===== src/pkg/gpp_defines.vh =====
// Register map, field positions, reset values and pin indices of the port
`ifndef GPP_DEFINES_VH
`define GPP_DEFINES_VH

// ==========================================================================
// Register byte offsets
`define GPP_OFS_LATCH      12'h000
`define GPP_OFS_DIR        12'h004
`define GPP_OFS_PULLUP     12'h008
`define GPP_OFS_AIDIS      12'h00C
`define GPP_OFS_STBY       12'h010
`define GPP_OFS_WAKE       12'h014

// ==========================================================================
// Reset values
`define GPP_RST_LATCH      8'h00
`define GPP_RST_DIR        8'h00
`define GPP_RST_PULLUP     8'h00
`define GPP_RST_AIDIS      4'h0

// ==========================================================================
// Field positions
`define GPP_STBY_HIZ_BIT   0
`define GPP_STBY_STOP_BIT  1
`define GPP_STBY_WATCH_BIT 2
`define GPP_WAKE_EIC_BIT   0
`define GPP_WAKE_SEL_BIT   1
`define GPP_ANALOG_PINS    4
`define GPP_PIN_SCK        5
`define GPP_PIN_SIN        7

// ==========================================================================
// AXI responses
`define GPP_RESP_OKAY      2'b00
`define GPP_RESP_SLVERR    2'b10

`endif


===== src/core/gpp_port.v =====
// Eight-pin general-purpose port with analog disable, behind AXI4-Lite
//
// Functional notes
// RULE1 - Register bit n controls pin n, bit7 highest, bit0 lowest.
// RULE2 - Direction bit 1 makes the pin an output port.
// RULE3 - Output port pins drive the stored latch value.
// RULE4 - Latch writes are stored and appear directly on output pins.
// RULE5 - Data reads on output pins return the latch, not the pin.
// RULE6 - Direction bit 0 makes the pin an input port.
// RULE7 - On input pins a latch write only updates the latch.
// RULE8 - Input pins: ordinary read gives pin level, RMW read gives latch.
// RULE9 - Peripheral output enable hands the pin to the peripheral output.
// RULE10 - Peripheral-driven pins: ordinary read pin level, RMW read latch.
// RULE11 - Software disables sharing peripheral outputs before port use.
// RULE12 - Analog-disable 0 blocks digital input on analog pins; 1 enables.
// RULE13 - Peripheral digital input on analog pin needs disable 1, dir 0.
// RULE14 - Analog use needs dir 0, disable 0, peripheral off, pull-up 0; analog_enable here follows only the disable bit.
// RULE15 - Reset clears all direction bits, making every pin an input.
// RULE16 - Reset clears analog-disable bits, blocking digital input.
// RULE17 - Standby high-Z bit set in stop or watch floats every pin.
// RULE18 - In forced standby each internal input is held low and blocked.
// RULE19 - Serial clock and data-in inputs stay live if both wake enables.
// RULE20 - Standby high-Z bit clear keeps pin states and output levels.
// RULE21 - Pull-up bit 1 connects the pull-up, 0 disconnects it.
// RULE22 - Pull-up is disconnected whenever the pin is driven low.
//
// Implementation choices: register access over AXI4-Lite and the placing of the registers.
`include "gpp_defines.vh"
`timescale 1ns/100ps
`default_nettype none

module gpp_port #(
  parameter integer NPINS = 8
) (
  input  wire              aclk,
  input  wire              aresetn,
  // AXI4-Lite slave
  input  wire [11:0]       s_axi_awaddr,
  input  wire              s_axi_awvalid,
  output reg               s_axi_awready,
  input  wire [31:0]       s_axi_wdata,
  input  wire [3:0]        s_axi_wstrb,
  input  wire              s_axi_wvalid,
  output reg               s_axi_wready,
  output reg  [1:0]        s_axi_bresp,
  output reg               s_axi_bvalid,
  input  wire              s_axi_bready,
  input  wire [11:0]       s_axi_araddr,
  input  wire              s_axi_arvalid,
  output reg               s_axi_arready,
  output reg  [31:0]       s_axi_rdata,
  output reg  [1:0]        s_axi_rresp,
  output reg               s_axi_rvalid,
  input  wire              s_axi_rready,
  // Read-modify-write qualifier, sampled with the read address
  input  wire              rmw_read,
  // Pins
  input  wire [NPINS-1:0]  pin_in,
  output reg  [NPINS-1:0]  pin_out,
  output reg  [NPINS-1:0]  pin_oe,
  output reg  [NPINS-1:0]  pin_pullup,
  // Shared peripherals
  input  wire [NPINS-1:0]  periph_oe,
  input  wire [NPINS-1:0]  periph_out,
  output reg  [NPINS-1:0]  periph_in,
  output reg  [3:0]        analog_enable
);

  // ========================================================================
  // Registers
  reg [NPINS-1:0] port_output_latch;
  reg [NPINS-1:0] port_direction;
  reg [NPINS-1:0] port_pullup_enable;
  reg [3:0]       analog_input_disable_upper;
  reg [2:0]       standby_control;
  reg [1:0]       wake_control;

  reg [11:0] aw_addr;
  reg        aw_held;
  reg [31:0] w_data;
  reg        w_held;
  reg [3:0]  w_strb;

  // ========================================================================
  // Pin side combinational view
  wire standby_mode = standby_control[`GPP_STBY_STOP_BIT] |
                      standby_control[`GPP_STBY_WATCH_BIT];
  wire force_hiz = standby_control[`GPP_STBY_HIZ_BIT] & standby_mode;
  wire wake_live = wake_control[`GPP_WAKE_EIC_BIT] &
                   wake_control[`GPP_WAKE_SEL_BIT];

  reg [NPINS-1:0] next_oe;
  reg [NPINS-1:0] next_out;
  reg [NPINS-1:0] next_in;
  reg [NPINS-1:0] next_pull;
  integer i;

  always @* begin
    for (i = 0; i < NPINS; i = i + 1) begin
      // Peripheral has priority over the port latch
      if (periph_oe[i]) begin                             // see RULE9
        next_oe[i]  = 1'b1;
        next_out[i] = periph_out[i];
      end else begin
        next_oe[i]  = port_direction[i];                  // see RULE2 RULE6
        next_out[i] = port_output_latch[i];               // see RULE3 RULE7
      end
      if (force_hiz) begin
        next_oe[i] = 1'b0;                                // see RULE17
      end
      // Digital input path; analog pins gated by their disable bit
      next_in[i] = pin_in[i];
      if (i < `GPP_ANALOG_PINS && !analog_input_disable_upper[i % 4]) begin
        next_in[i] = 1'b0;                                // see RULE12
      end
      if (force_hiz && !(wake_live &&
          (i == `GPP_PIN_SCK || i == `GPP_PIN_SIN))) begin
        next_in[i] = 1'b0;                                // see RULE18 RULE19
      end
      // Pull-up only while not actively pulled low
      next_pull[i] = port_pullup_enable[i] &
                     !(next_oe[i] && !next_out[i]);       // see RULE21 RULE22
    end
  end

  always @(posedge aclk) begin
    if (!aresetn) begin
      pin_oe        <= {NPINS{1'b0}};
      pin_out       <= {NPINS{1'b0}};
      pin_pullup    <= {NPINS{1'b0}};
      periph_in     <= {NPINS{1'b0}};
      analog_enable <= 4'h0;
    end else begin
      // With the high-Z bit clear, standby changes nothing here
      pin_oe        <= next_oe;                           // see RULE20
      pin_out       <= next_out;                          // see RULE1
      pin_pullup    <= next_pull;
      periph_in     <= next_in;
      analog_enable <= ~analog_input_disable_upper;       // see RULE14
    end
  end

  // ========================================================================
  // AXI4-Lite write path
  function [7:0] merge8;
    input [7:0] old;
    input [31:0] data;
    input [3:0] strb;
    begin
      merge8 = strb[0] ? data[7:0] : old;
    end
  endfunction

  wire do_write = aw_held && w_held && !s_axi_bvalid;

  always @(posedge aclk) begin
    if (!aresetn) begin
      aw_held <= 1'b0;
      w_held <= 1'b0;
      aw_addr <= 12'h000;
      w_data <= 32'h0000_0000;
      w_strb <= 4'h0;
      s_axi_awready <= 1'b0;
      s_axi_wready <= 1'b0;
      s_axi_bvalid <= 1'b0;
      s_axi_bresp <= `GPP_RESP_OKAY;
      port_output_latch <= `GPP_RST_LATCH;
      port_direction <= `GPP_RST_DIR;                     // see RULE15
      port_pullup_enable <= `GPP_RST_PULLUP;
      analog_input_disable_upper <= `GPP_RST_AIDIS;       // see RULE16
      standby_control <= 3'b000;
      wake_control <= 2'b00;
    end else begin
      s_axi_awready <= !aw_held && !s_axi_awready && s_axi_awvalid;
      s_axi_wready  <= !w_held && !s_axi_wready && s_axi_wvalid;
      if (s_axi_awvalid && s_axi_awready) begin
        aw_held <= 1'b1;
        aw_addr <= s_axi_awaddr;
      end
      if (s_axi_wvalid && s_axi_wready) begin
        w_held <= 1'b1;
        w_data <= s_axi_wdata;
        w_strb <= s_axi_wstrb;
      end
      if (do_write) begin
        aw_held <= 1'b0;
        w_held <= 1'b0;
        s_axi_bvalid <= 1'b1;
        s_axi_bresp <= `GPP_RESP_OKAY;
        case (aw_addr)
          `GPP_OFS_LATCH:
            port_output_latch <= merge8(port_output_latch, w_data,
                                        w_strb);          // see RULE4
          `GPP_OFS_DIR:
            port_direction <= merge8(port_direction, w_data, w_strb);
          `GPP_OFS_PULLUP:
            port_pullup_enable <= merge8(port_pullup_enable, w_data,
                                         w_strb);
          `GPP_OFS_AIDIS:
            if (w_strb[0]) analog_input_disable_upper <= w_data[3:0];
          `GPP_OFS_STBY:
            if (w_strb[0]) standby_control <= w_data[2:0];
          `GPP_OFS_WAKE:
            if (w_strb[0]) wake_control <= w_data[1:0];
          default:
            s_axi_bresp <= `GPP_RESP_SLVERR;
        endcase
      end else if (s_axi_bvalid && s_axi_bready) begin
        s_axi_bvalid <= 1'b0;
      end
    end
  end

  // ========================================================================
  // AXI4-Lite read path
  // Input pins return the pin unless RMW; peripheral-driven pins likewise
  wire [NPINS-1:0] data_view =
    rmw_read ? port_output_latch :                        // see RULE8 RULE10
    ((port_direction & ~periph_oe & port_output_latch) |  // see RULE5
     (~(port_direction & ~periph_oe) & pin_in));

  always @(posedge aclk) begin
    if (!aresetn) begin
      s_axi_arready <= 1'b0;
      s_axi_rvalid <= 1'b0;
      s_axi_rdata <= 32'h0000_0000;
      s_axi_rresp <= `GPP_RESP_OKAY;
    end else begin
      s_axi_arready <= !s_axi_arready && !s_axi_rvalid && s_axi_arvalid;
      if (s_axi_arvalid && s_axi_arready) begin
        s_axi_rvalid <= 1'b1;
        s_axi_rresp <= `GPP_RESP_OKAY;
        s_axi_rdata <= 32'h0000_0000;
        case (s_axi_araddr)
          `GPP_OFS_LATCH:  s_axi_rdata[7:0] <= data_view;
          `GPP_OFS_DIR:    s_axi_rdata[7:0] <= port_direction;
          `GPP_OFS_PULLUP: s_axi_rdata[7:0] <= port_pullup_enable;
          `GPP_OFS_AIDIS:  s_axi_rdata[3:0] <= analog_input_disable_upper;
          `GPP_OFS_STBY:   s_axi_rdata[2:0] <= standby_control;
          `GPP_OFS_WAKE:   s_axi_rdata[1:0] <= wake_control;
          default:         s_axi_rresp <= `GPP_RESP_SLVERR;
        endcase
      end else if (s_axi_rvalid && s_axi_rready) begin
        s_axi_rvalid <= 1'b0;
      end
    end
  end

endmodule // gpp_port

`default_nettype wire


===== config.mk =====
export PLATFORM = sky130hd
export DESIGN_NAME = gpp_port
export DESIGN_NICKNAME = d
export VERILOG_FILES = /design/src/core/gpp_port.v
export VERILOG_INCLUDE_DIRS = /design/src /design/src/pkg
export SDC_FILE = /design/constraint.sdc
export NUM_CORES = 1
export LEC_CHECK = 0
export ABC_CLOCK_PERIOD_IN_PS = 5100
export BUFFER_PORTS_ARGS = -buffer_cell sky130_fd_sc_hd__buf_2
export CORE_MARGIN = 2
export CORE_UTILIZATION = 53
export DETAILED_ROUTE_END_ITERATION = 10
export PLACE_DENSITY_LB_ADDON = 0.2
export REMOVE_ABC_BUFFERS = 1
export SLEW_MARGIN = 20
export SYNTH_ARGS = -nofsm -noshare
export SYNTH_HDL_FRONTEND = slang
export SYNTH_SLANG_ARGS = --single-unit

===== constraint.sdc =====
create_clock -name aclk -period 5.1 [get_ports aclk]
set_clock_uncertainty 0.1 [all_clocks]
set_input_delay 0.765 -clock aclk [delete_from_list [all_inputs] [get_ports aclk]]
set_output_delay 0.765 -clock aclk [all_outputs]
set_load 0.03 [all_outputs]

Word level (Yosys, flattened, before mapping) --
Index checks and enable logic that the tools add are counted. Widths: inputs -> output; s select.
Storage, ports and cells: bits of input ports 92, output and inout port bits 77, bits in registers 109, logic and storage cells 162
Cells by class: bitwise operators 23, equality and inequality tests 10, multiplexer cells 35, reduce and logical (&&, ||, !) cells 65
Operator list (count):
- $eq 12x4->1 const B | 4
- $eq 12x5->1 const B | 4
- $mux 1 | 28
- $and 8x8->8 | 3
- $eq 12x3->1 const B | 2
- $logic_not 1->1 | 24
- $logic_not 12->1 | 2
- $logic_and 1x1->1 | 22
- $reduce_and 3->1 | 6
- $not 8->8 | 2
- $pmux 2 s6 | 1
- $pmux 4 s3 | 1
- $reduce_or 3->1 | 4
- $reduce_or 6->1 | 2
- $and 1x1->1 | 10
- $mux 8 | 1
- $or 8x8->8 | 1
- $reduce_or 2->1 | 3
- $not 1->1 | 5
- $pmux 1 s5 | 1
- $mux 2 | 2
- $not 4->4 | 1
- $pmux 1 s4 | 1
- $reduce_bool 2->1 | 2
- $or 1x1->1 | 1

Depth between registers and ports, before layout --
Gate-level depths: netlist of the first run.
depth after elaboration 7, depth in mapped cells 6, depth with buffers taken out 4

Least setup slack after synthesis of the first run --
Ideal clock, no wire load.
path kind input to register, start point input port s_axi_araddr[9], end point register s_axi_rdata[4], stages 4, required time 4944 ps, data arrival time 2112 ps, path slack 2832 ps, cells stage by stage or4_4 -> or4_4 -> a31oi_1 -> a211o_2
Between the ends: cells in the longest elaborated chain, start to end 2
Ends and longest elaborated chain:
- start: declaration | line gpp_port.v:48 | input wire [11:0] s_axi_araddr,
- $eq 12x4->1 (tied with other cells) | line gpp_port.v:234 | case (s_axi_araddr)
- $pmux 4 s3 (*) | line gpp_port.v:234
- end signal: assignment | line gpp_port.v:235 | `GPP_OFS_LATCH: s_axi_rdata[7:0] <= data_view;
- end signal: assignment | line gpp_port.v:236 | `GPP_OFS_DIR: s_axi_rdata[7:0] <= port_direction;
- end signal: assignment | line gpp_port.v:237 | `GPP_OFS_PULLUP: s_axi_rdata[7:0] <= port_pullup_enable;
- end: declaration | line gpp_port.v:51 | output reg [31:0] s_axi_rdata,
Every way passes the cells marked *; elsewhere a longest branch is shown, timed or not. A chain may end at the register's enable or synchronous reset.

Final worst setup path of the first run --
start point register aw_addr[7], end point register port_pullup_enable[7]
Between the ends: cells in the longest elaborated chain, start to end 2
Ends and longest elaborated chain:
- start: declaration | line gpp_port.v:78 | reg [11:0] aw_addr;
- start signal: assignment | line gpp_port.v:178 | aw_addr <= s_axi_awaddr;
- $eq 12x4->1 | line gpp_port.v:190 | case (aw_addr)
- $reduce_and 3->1 (no source line)
- end signal: assignment | line gpp_port.v:169 | port_pullup_enable <= `GPP_RST_PULLUP;
- end signal: assignment | line gpp_port.v:197 | port_pullup_enable <= merge8(port_pullup_enable, w_data,
- end: declaration | line gpp_port.v:73 | reg [NPINS-1:0] port_pullup_enable;
Every way passes these cells.

==> results of run 1 <==
[kinds of logic (layout without fill, tap and decap cells)]
| family | after synthesis | in the layout | synth area share |
|---|---|---|---|
| AOI/OAI and AO/OA | 80 | 80 | 0.115 |
| buffers and inverters | 51 | 134 | 0.0635 |
| DFF | 107 | 107 | 0.464 |
| muxes | 54 | 54 | 0.118 |
| other | 1 | 26 | 0.000813 |
| and+or+nand+nor | 215 | 215 | 0.238 |
[per-layer routing]
metal  track usage  wire length (um)
met3        0.0417               666
met5             0                 0
met4        0.0812               115
met1         0.319              4940
met2         0.347              4820
[power by group]
part           switching (uW)  leakage (uW)  internal, uW
clock network             280      0.000106           274
registers                9.06      0.000870           853
logic                     113       0.00143          51.9
total                     402       0.00241          1180
[sequential cells by signal, indices dropped and copies added, names as in the netlist, 2 cells and up]
register and flops:
port_pullup_enable 8, analog_input_disable_upper 4, aw_addr 12, pin_pullup 8, port_output_latch 8, pin_out 8
standby_control 3, analog_enable 4, wake_control 2, port_direction 8, s_axi_rdata 8, pin_oe 8
periph_in 8, w_data 8
[worst min path at each step]
stage,slack (ns),start,end
2_1_floorplan,0.32,analog_input_disable_upper[2]$_SDFFE_PN0P_,analog_enable[2]$_SDFF_PN0_
3_3_place_gp,0.33,s_axi_rvalid$_SDFFE_PN0P_,s_axi_arready$_SDFF_PN0_
3_5_place_dp,0.34,s_axi_rvalid$_SDFFE_PN0P_,s_axi_arready$_SDFF_PN0_
4_1_cts,0.36,s_axi_rvalid$_SDFFE_PN0P_,s_axi_arready$_SDFF_PN0_
5_1_grt,0.38,s_axi_awready$_SDFF_PN0_,s_axi_awready$_SDFF_PN0_
6_report,0.36,s_axi_rvalid$_SDFFE_PN0P_,s_axi_arready$_SDFF_PN0_
[worst register-to-register path, stage by stage, from the launching register on]
cell	delay, ns
dfxtp_1	0.32
nor4_1	0.43
nand4_1	0.26
nor4_4	0.75
mux2i_1	0.28
[per-stage QoR]
stage	hold slack [ns]	setup slack, ns	power (uW)	instances	instance area (um^2)
after floorplan	0.322	2.83	976	484	4420
after global placement	0.329	2.56	1040	709	5150
after detailed placement	0.344	2.55	1050	709	5150
after CTS	0.364	2.86	1590	724	5350
after global routing	0.379	2.65	1640	724	5350
final	0.362	2.89	1580	724	5350
[cell type report]
type                       count  area, um^2
tap                          108         135
sequential                   107        2140
clock buffer                  10         128
multi-input combinational    375        2270
inverter                       2        7.51
timing repair buffer         117         591
fill                         781        3240
clock inverter                 5        78.8
[placed cells by master (no fill, tap or decap), types with 3 or more instances in the layout]
cell      count
o21ai_0      17
nor3b_1       5
nand3b_1      4
a31oi_1       7
nor3_1        6
a211o_2       3
mux2i_1      52
a21oi_1      16
dfxtp_1     107
and2_1        8
conb_1       26
o21a_1        4
a21boi_0     22
nand2b_1     11
and3b_1       3
nor2b_1      26
buf_2       115
nor2_1       25
and3_1       12
or3_1         3
clkbuf_8      9
nor4_1        3
nand4b_1      3
nand2_1      96
==> impl_metrics.toml, run 1 <==
[status]
outcome = "completed"

[synth]
ys_top_cells_by_count = "dfxtp_1, nand2_1, mux2i_1, buf_4, nor2b_1"
synth_edf_count = 0
synth_seq_cells = 107
synth.distinct_cells = 43
synthCells = 508
synthArstFlopShare = 0
synthFlopType = "dfxtp_1"
yosysMostFrequentCell = "dfxtp_1"
synth_top_area_cell = "dfxtp_1"
netlist_area_mm2 = 0.00461
yosys-top-cells-area = "dfxtp_1, mux2i_1, nand2_1"
ys_seq_area_frac = 0.464
synthDominantCellAreaShare = 0.464
yosysWarnings = 0
syn_area_per_cell_um2 = 9.08

[timing]
report.final.slew_viol_count = 0
finalHoldViolCount = 0
fmax_mhz = 452
rsz0062_at_grt = "false"
min_period_over_period = 0.434
relSlewSlack = 0.378
worst_pin_slew_ns = 0.926
setup_viol = 0
fin_tns_setup_ns = 0
period_needed_ns = 2.21

[critical_path]
crit_end = "port_pullup_enable[7]$_SDFFE_PN0P_"
cp.depth = 4
r2r-start = "aw_addr[7]$_SDFFE_PN0P_"
critPathLaunch = "aw_addr[7]$_SDFFE_PN0P_"
critPathKind = "flop to flop"
worst-r2r-setup-slack_ns = 2.89
critPathMaxStageDelay_ns = 0.75
start_kind = "flop"
r2r_end = "port_pullup_enable[7]$_SDFFE_PN0P_"
arrival_ns = 2.41
ff2ff_path_depth = 4
cp_data_required_time_ns = 5.29
endpoint_kind = "flop"
path_delay_family = "simple AND/OR/NAND/NOR gates"
crit_chain = "nor4_1, nand4_1, nor4_4, mux2i_1"
worst-path-max-fanout = 8
path_buf_inv = 0
crit_slowest_cell = "nor4_4"

[grt]
grt_usage = 0.225
grt_max_degree = 61
grt_pass1_vias = 3445
grt_overflow = 0
antenna_found_initial = 0
grt_first_pass_wirelength_um = 17200

[power]
leakagePower_uw = 0.00241
pwr_density_cell_mw_per_mm2 = 295
ir_worst_vdd_mv = 0.156

[drt]
drtAntennaViolNets = 0
vias = 3757
wl_um = 10500
drt_first_pass_iters = 5
wl_per_cell_um = 14.6
vias_per_cell = 5.19
route.detailed.drc = 0
drt_iter0_drc = 166

[cts]
cts.sinks = 107
cts_hold_buf = 0
cts_root_buf = "clkbuf_8"
clk_latency_ns = 0.36
cts_max_level = 3
cts_buffers = 9
clock_path_buffers = 2
cts_setup_buffers = 0
cts.repair.resized = 0
clk_pin_slew_ns = 0.10
cts_tree = "yes"

[job]
cap_violations = 0

[min_path]
min_path_type = "flop to flop"
hold_path_depth = 1

[cells_and_area]
drive_gt1_frac = 0.229
nets = 704
syn_to_final_growth_pct = 16.1
fin_util = 0.623
antennaDiodeCount = 0

[die]
dieArea_mm2 = 0.00947
rows = 34
fp.dieH_um = 97.3
io_pins = 169
core_area_mm2 = 0.00859
initial_core_util = 0.537
fp.dieW_um = 97.3

[place]
hpwl_um = 7510
gp_congestion = 0.844
port_buffers = 115
No activity file was read; power rests on OpenSTA's default activity.
==> run 2: changes to the inputs <==
--- a/config.mk
+++ b/config.mk
@@ -6,10 +6,11 @@
 export SDC_FILE = /design/constraint.sdc
 export NUM_CORES = 1
 export LEC_CHECK = 0
-export ABC_CLOCK_PERIOD_IN_PS = 5100
+export ABC_AREA = 1
+export ABC_CLOCK_PERIOD_IN_PS = 2000
 export BUFFER_PORTS_ARGS = -buffer_cell sky130_fd_sc_hd__buf_2
 export CORE_MARGIN = 2
-export CORE_UTILIZATION = 53
+export CORE_UTILIZATION = 44
 export DETAILED_ROUTE_END_ITERATION = 10
 export PLACE_DENSITY_LB_ADDON = 0.2
 export REMOVE_ABC_BUFFERS = 1
==> constraint.sdc (replaced) <==
create_clock -name aclk -period 2 [get_ports aclk]
set_clock_uncertainty 0.1 [all_clocks]
set_input_delay 0.3 -clock aclk [delete_from_list [all_inputs] [get_ports aclk]]
set_output_delay 0.3 -clock aclk [all_outputs]
set_load 0.03 [all_outputs]
==> impl_metrics.toml, run 2 <==
[synth]
synth_seq_cells = 107
netlist_area_mm2 = 0.00457
ys_top_cells_by_count = "nor2_1, dfxtp_1, nand2_1, nand3_1, o21ai_0"
synth.distinct_cells = 30
synth_edf_count = 0
synthFlopType = "dfxtp_1"
synthArstFlopShare = 0
ys_seq_area_frac = 0.469
synth_top_area_cell = "dfxtp_1"
yosysWarnings = 0
synthDominantCellAreaShare = 0.469
yosysMostFrequentCell = "nor2_1"
synthCells = 627
syn_area_per_cell_um2 = 7.28
yosys-top-cells-area = "dfxtp_1, nor2_1, nand2_1"

[power]
p_comb_frac = 0.121
leakagePower_uw = 0.00270
sw_frac_of_total = 0.282
pwr-share-seq = 0.558
ir_worst_vdd_mv = 0.327
intPower_uw = 2860
p_switching_uw = 1120
p_clk_frac = 0.321
pwr_density_cell_mw_per_mm2 = 742

[grt]
grt_first_pass_wirelength_um = 18600
grt_usage = 0.212
grt_pass1_vias = 3879
grt_overflow = 0
grt_max_degree = 69
antenna_found_initial = 0

[place]
place_area_mm2 = 0.00517
port_buffers = 115
place_inst = 866
hpwl_um = 8110
gp_congestion = 0.879
place_ws_ns = 0.341

[drt]
wl_met3_um = 779
vias = 4310
wl_met2_um = 5380
routed.top_layer = "met4"
wl_um = 11600
drtAntennaViolNets = 0
vias_per_cell = 4.89
drt_first_pass_iters = 5
wl_per_cell_um = 13.1
route.detailed.drc = 0
drt_iter0_drc = 231
m1WireLength_um = 5200

[min_path]
min_path_type = "input pin to flop"
min_from = "s_axi_arvalid"

[critical_path]
start_kind = "flop"
r2r-start = "w_held$_SDFFE_PP0P_"
critPathMaxStageDelay_ns = 0.35
crit_chain = "inv_1, nor2_2, nand3_4, nor3_2, nand2_1, nor2_1, nor2_1"
critPathLaunch = "w_held$_SDFFE_PP0P_"
crit_top_cell = "nor2_1"
cp_data_required_time_ns = 2.19
path_buf_inv = 1
arrival_ns = 1.88
path_delay_family = "simple AND/OR/NAND/NOR gates"
endpoint_kind = "flop"
critPathKind = "flop to flop"
worst-path-max-fanout = 8
crit_slowest_cell = "dfxtp_1"

[timing]
min_period_over_period = 0.845
period_needed_ns = 1.69
setup_viol = 0
fmax_mhz = 592
whs_ns = 0.0327
report.final.slew_viol_count = 0
worst_pin_slew_ns = 0.630
fin_tns_setup_ns = 0
finalHoldViolCount = 0
fin_ws_ns = 0.311
relSlewSlack = 0.580
rsz0062_at_grt = "false"

[cells_and_area]
nets = 833
largest_register_ffs = 12
antennaDiodeCount = 0
syn_to_final_growth_pct = 17.3
top_register = "aw_addr"
drive_gt1_frac = 0.206
final_common_cell = "nor2_1"
design_area_mm2 = 0.00536
n_fill_cell = 1047
instances_no_fill = 882
mostFrequentLayoutCells = "nor2_1, buf_2, dfxtp_1"

[cts]
cts_setup_buffers = 0
cts_max_level = 3
cts_tree = "yes"
clock_path_buffers = 2
cts.repair.resized = 0
cts_buffers = 9
clk_pin_slew_ns = 0.10
cts_root_buf = "clkbuf_8"
clk_latency_ns = 0.38
cts.sinks = 107
cts_hold_buf = 0

[status]
outcome = "completed"

[die]
fp.dieW_um = 106
io_pins = 169
rows = 37
initial_core_util = 0.448
core_area_mm2 = 0.0102
fp.dieH_um = 106
dieArea_mm2 = 0.0112

[job]
cap_violations = 0
[run 2: cell types whose count changed in the layout (fill, tap and decap cells not counted), moves of 11 or more]
cell and change:
inv_1 +49, mux2i_1 -51, nand2b_1 -11, nor2b_1 -26
nand3_1 +57, and3_1 -12, a21boi_0 -22, nor2_1 +118
o21ai_0 +39, a21oi_1 +13
[run 2: layout make-up]
| cell class | instances | area [um^2] | share of cell area |
|---|---|---|---|
| Timing Repair Buffer | 121 | 621 | 0.116 |
| Multi-Input combinational cell | 447 | 2030 | 0.379 |
| Sequential cell | 107 | 2140 | 0.400 |
| Tap cell | 136 | 170 | 0.0318 |
| Clock inverter | 4 | 32.5 | 0.00607 |
| Inverter | 55 | 206 | 0.0385 |
| Clock buffer | 12 | 155 | 0.0290 |
[run 2: metal layers]
metal,track usage,vias to the layer above
met5,0,-
met4,0.0789,0
met3,0.0433,16
met2,0.343,152
met1,0.279,1945
li1,-,2197
[run 2: worst register-to-register path, delay by kind of cell (launching register included)]
family / cells / cell delay (ns)
buf+inv: 1 / 0.07
flops: 1 / 0.35
simple gates: 6 / 1.08
[run 2: path summary, 6_finish.rpt]
check                                      endpoint  slack, ns  depth (start not counted)
setup / recovery  port_output_latch[1]$_SDFFE_PN0P_       0.31                          7
setup reg to reg  port_output_latch[1]$_SDFFE_PN0P_       0.31                          7
hold / removal             s_axi_arready$_SDFF_PN0_       0.03                          3
hold reg to reg            s_axi_arready$_SDFF_PN0_       0.34                          1
[run 2: cells by family (layout without fill, tap and decap cells)]
group | count (synthesis) | after routing | share of synthesized area
AO/OA/AOI/OAI | 97 | 97 | 0.117
buffers and inverters | 98 | 192 | 0.107
flip-flops | 107 | 107 | 0.469
multiplexers | 1 | 1 | 0.00219
other | 1 | 26 | 0.000821
AND/OR/NAND/NOR | 323 | 323 | 0.305
[run 2: power groups by stage]
stage	clock (uW)	sequential, uW	combinational (uW)
6_report	1280	2220	480
3_5_place_dp	0	2270	479
3_3_place_gp	0	2270	472
4_1_cts	1300	2220	481
2_1_floorplan	0	2330	239
5_1_grt	1390	2230	532
[run 2: metrics by stage]
step                utilization  power (uW)
finish                    0.526        3980
global route              0.526        4160
CTS                       0.526        4010
detailed placement        0.508        2750
global placement          0.508        2740
floorplan                     -        2570
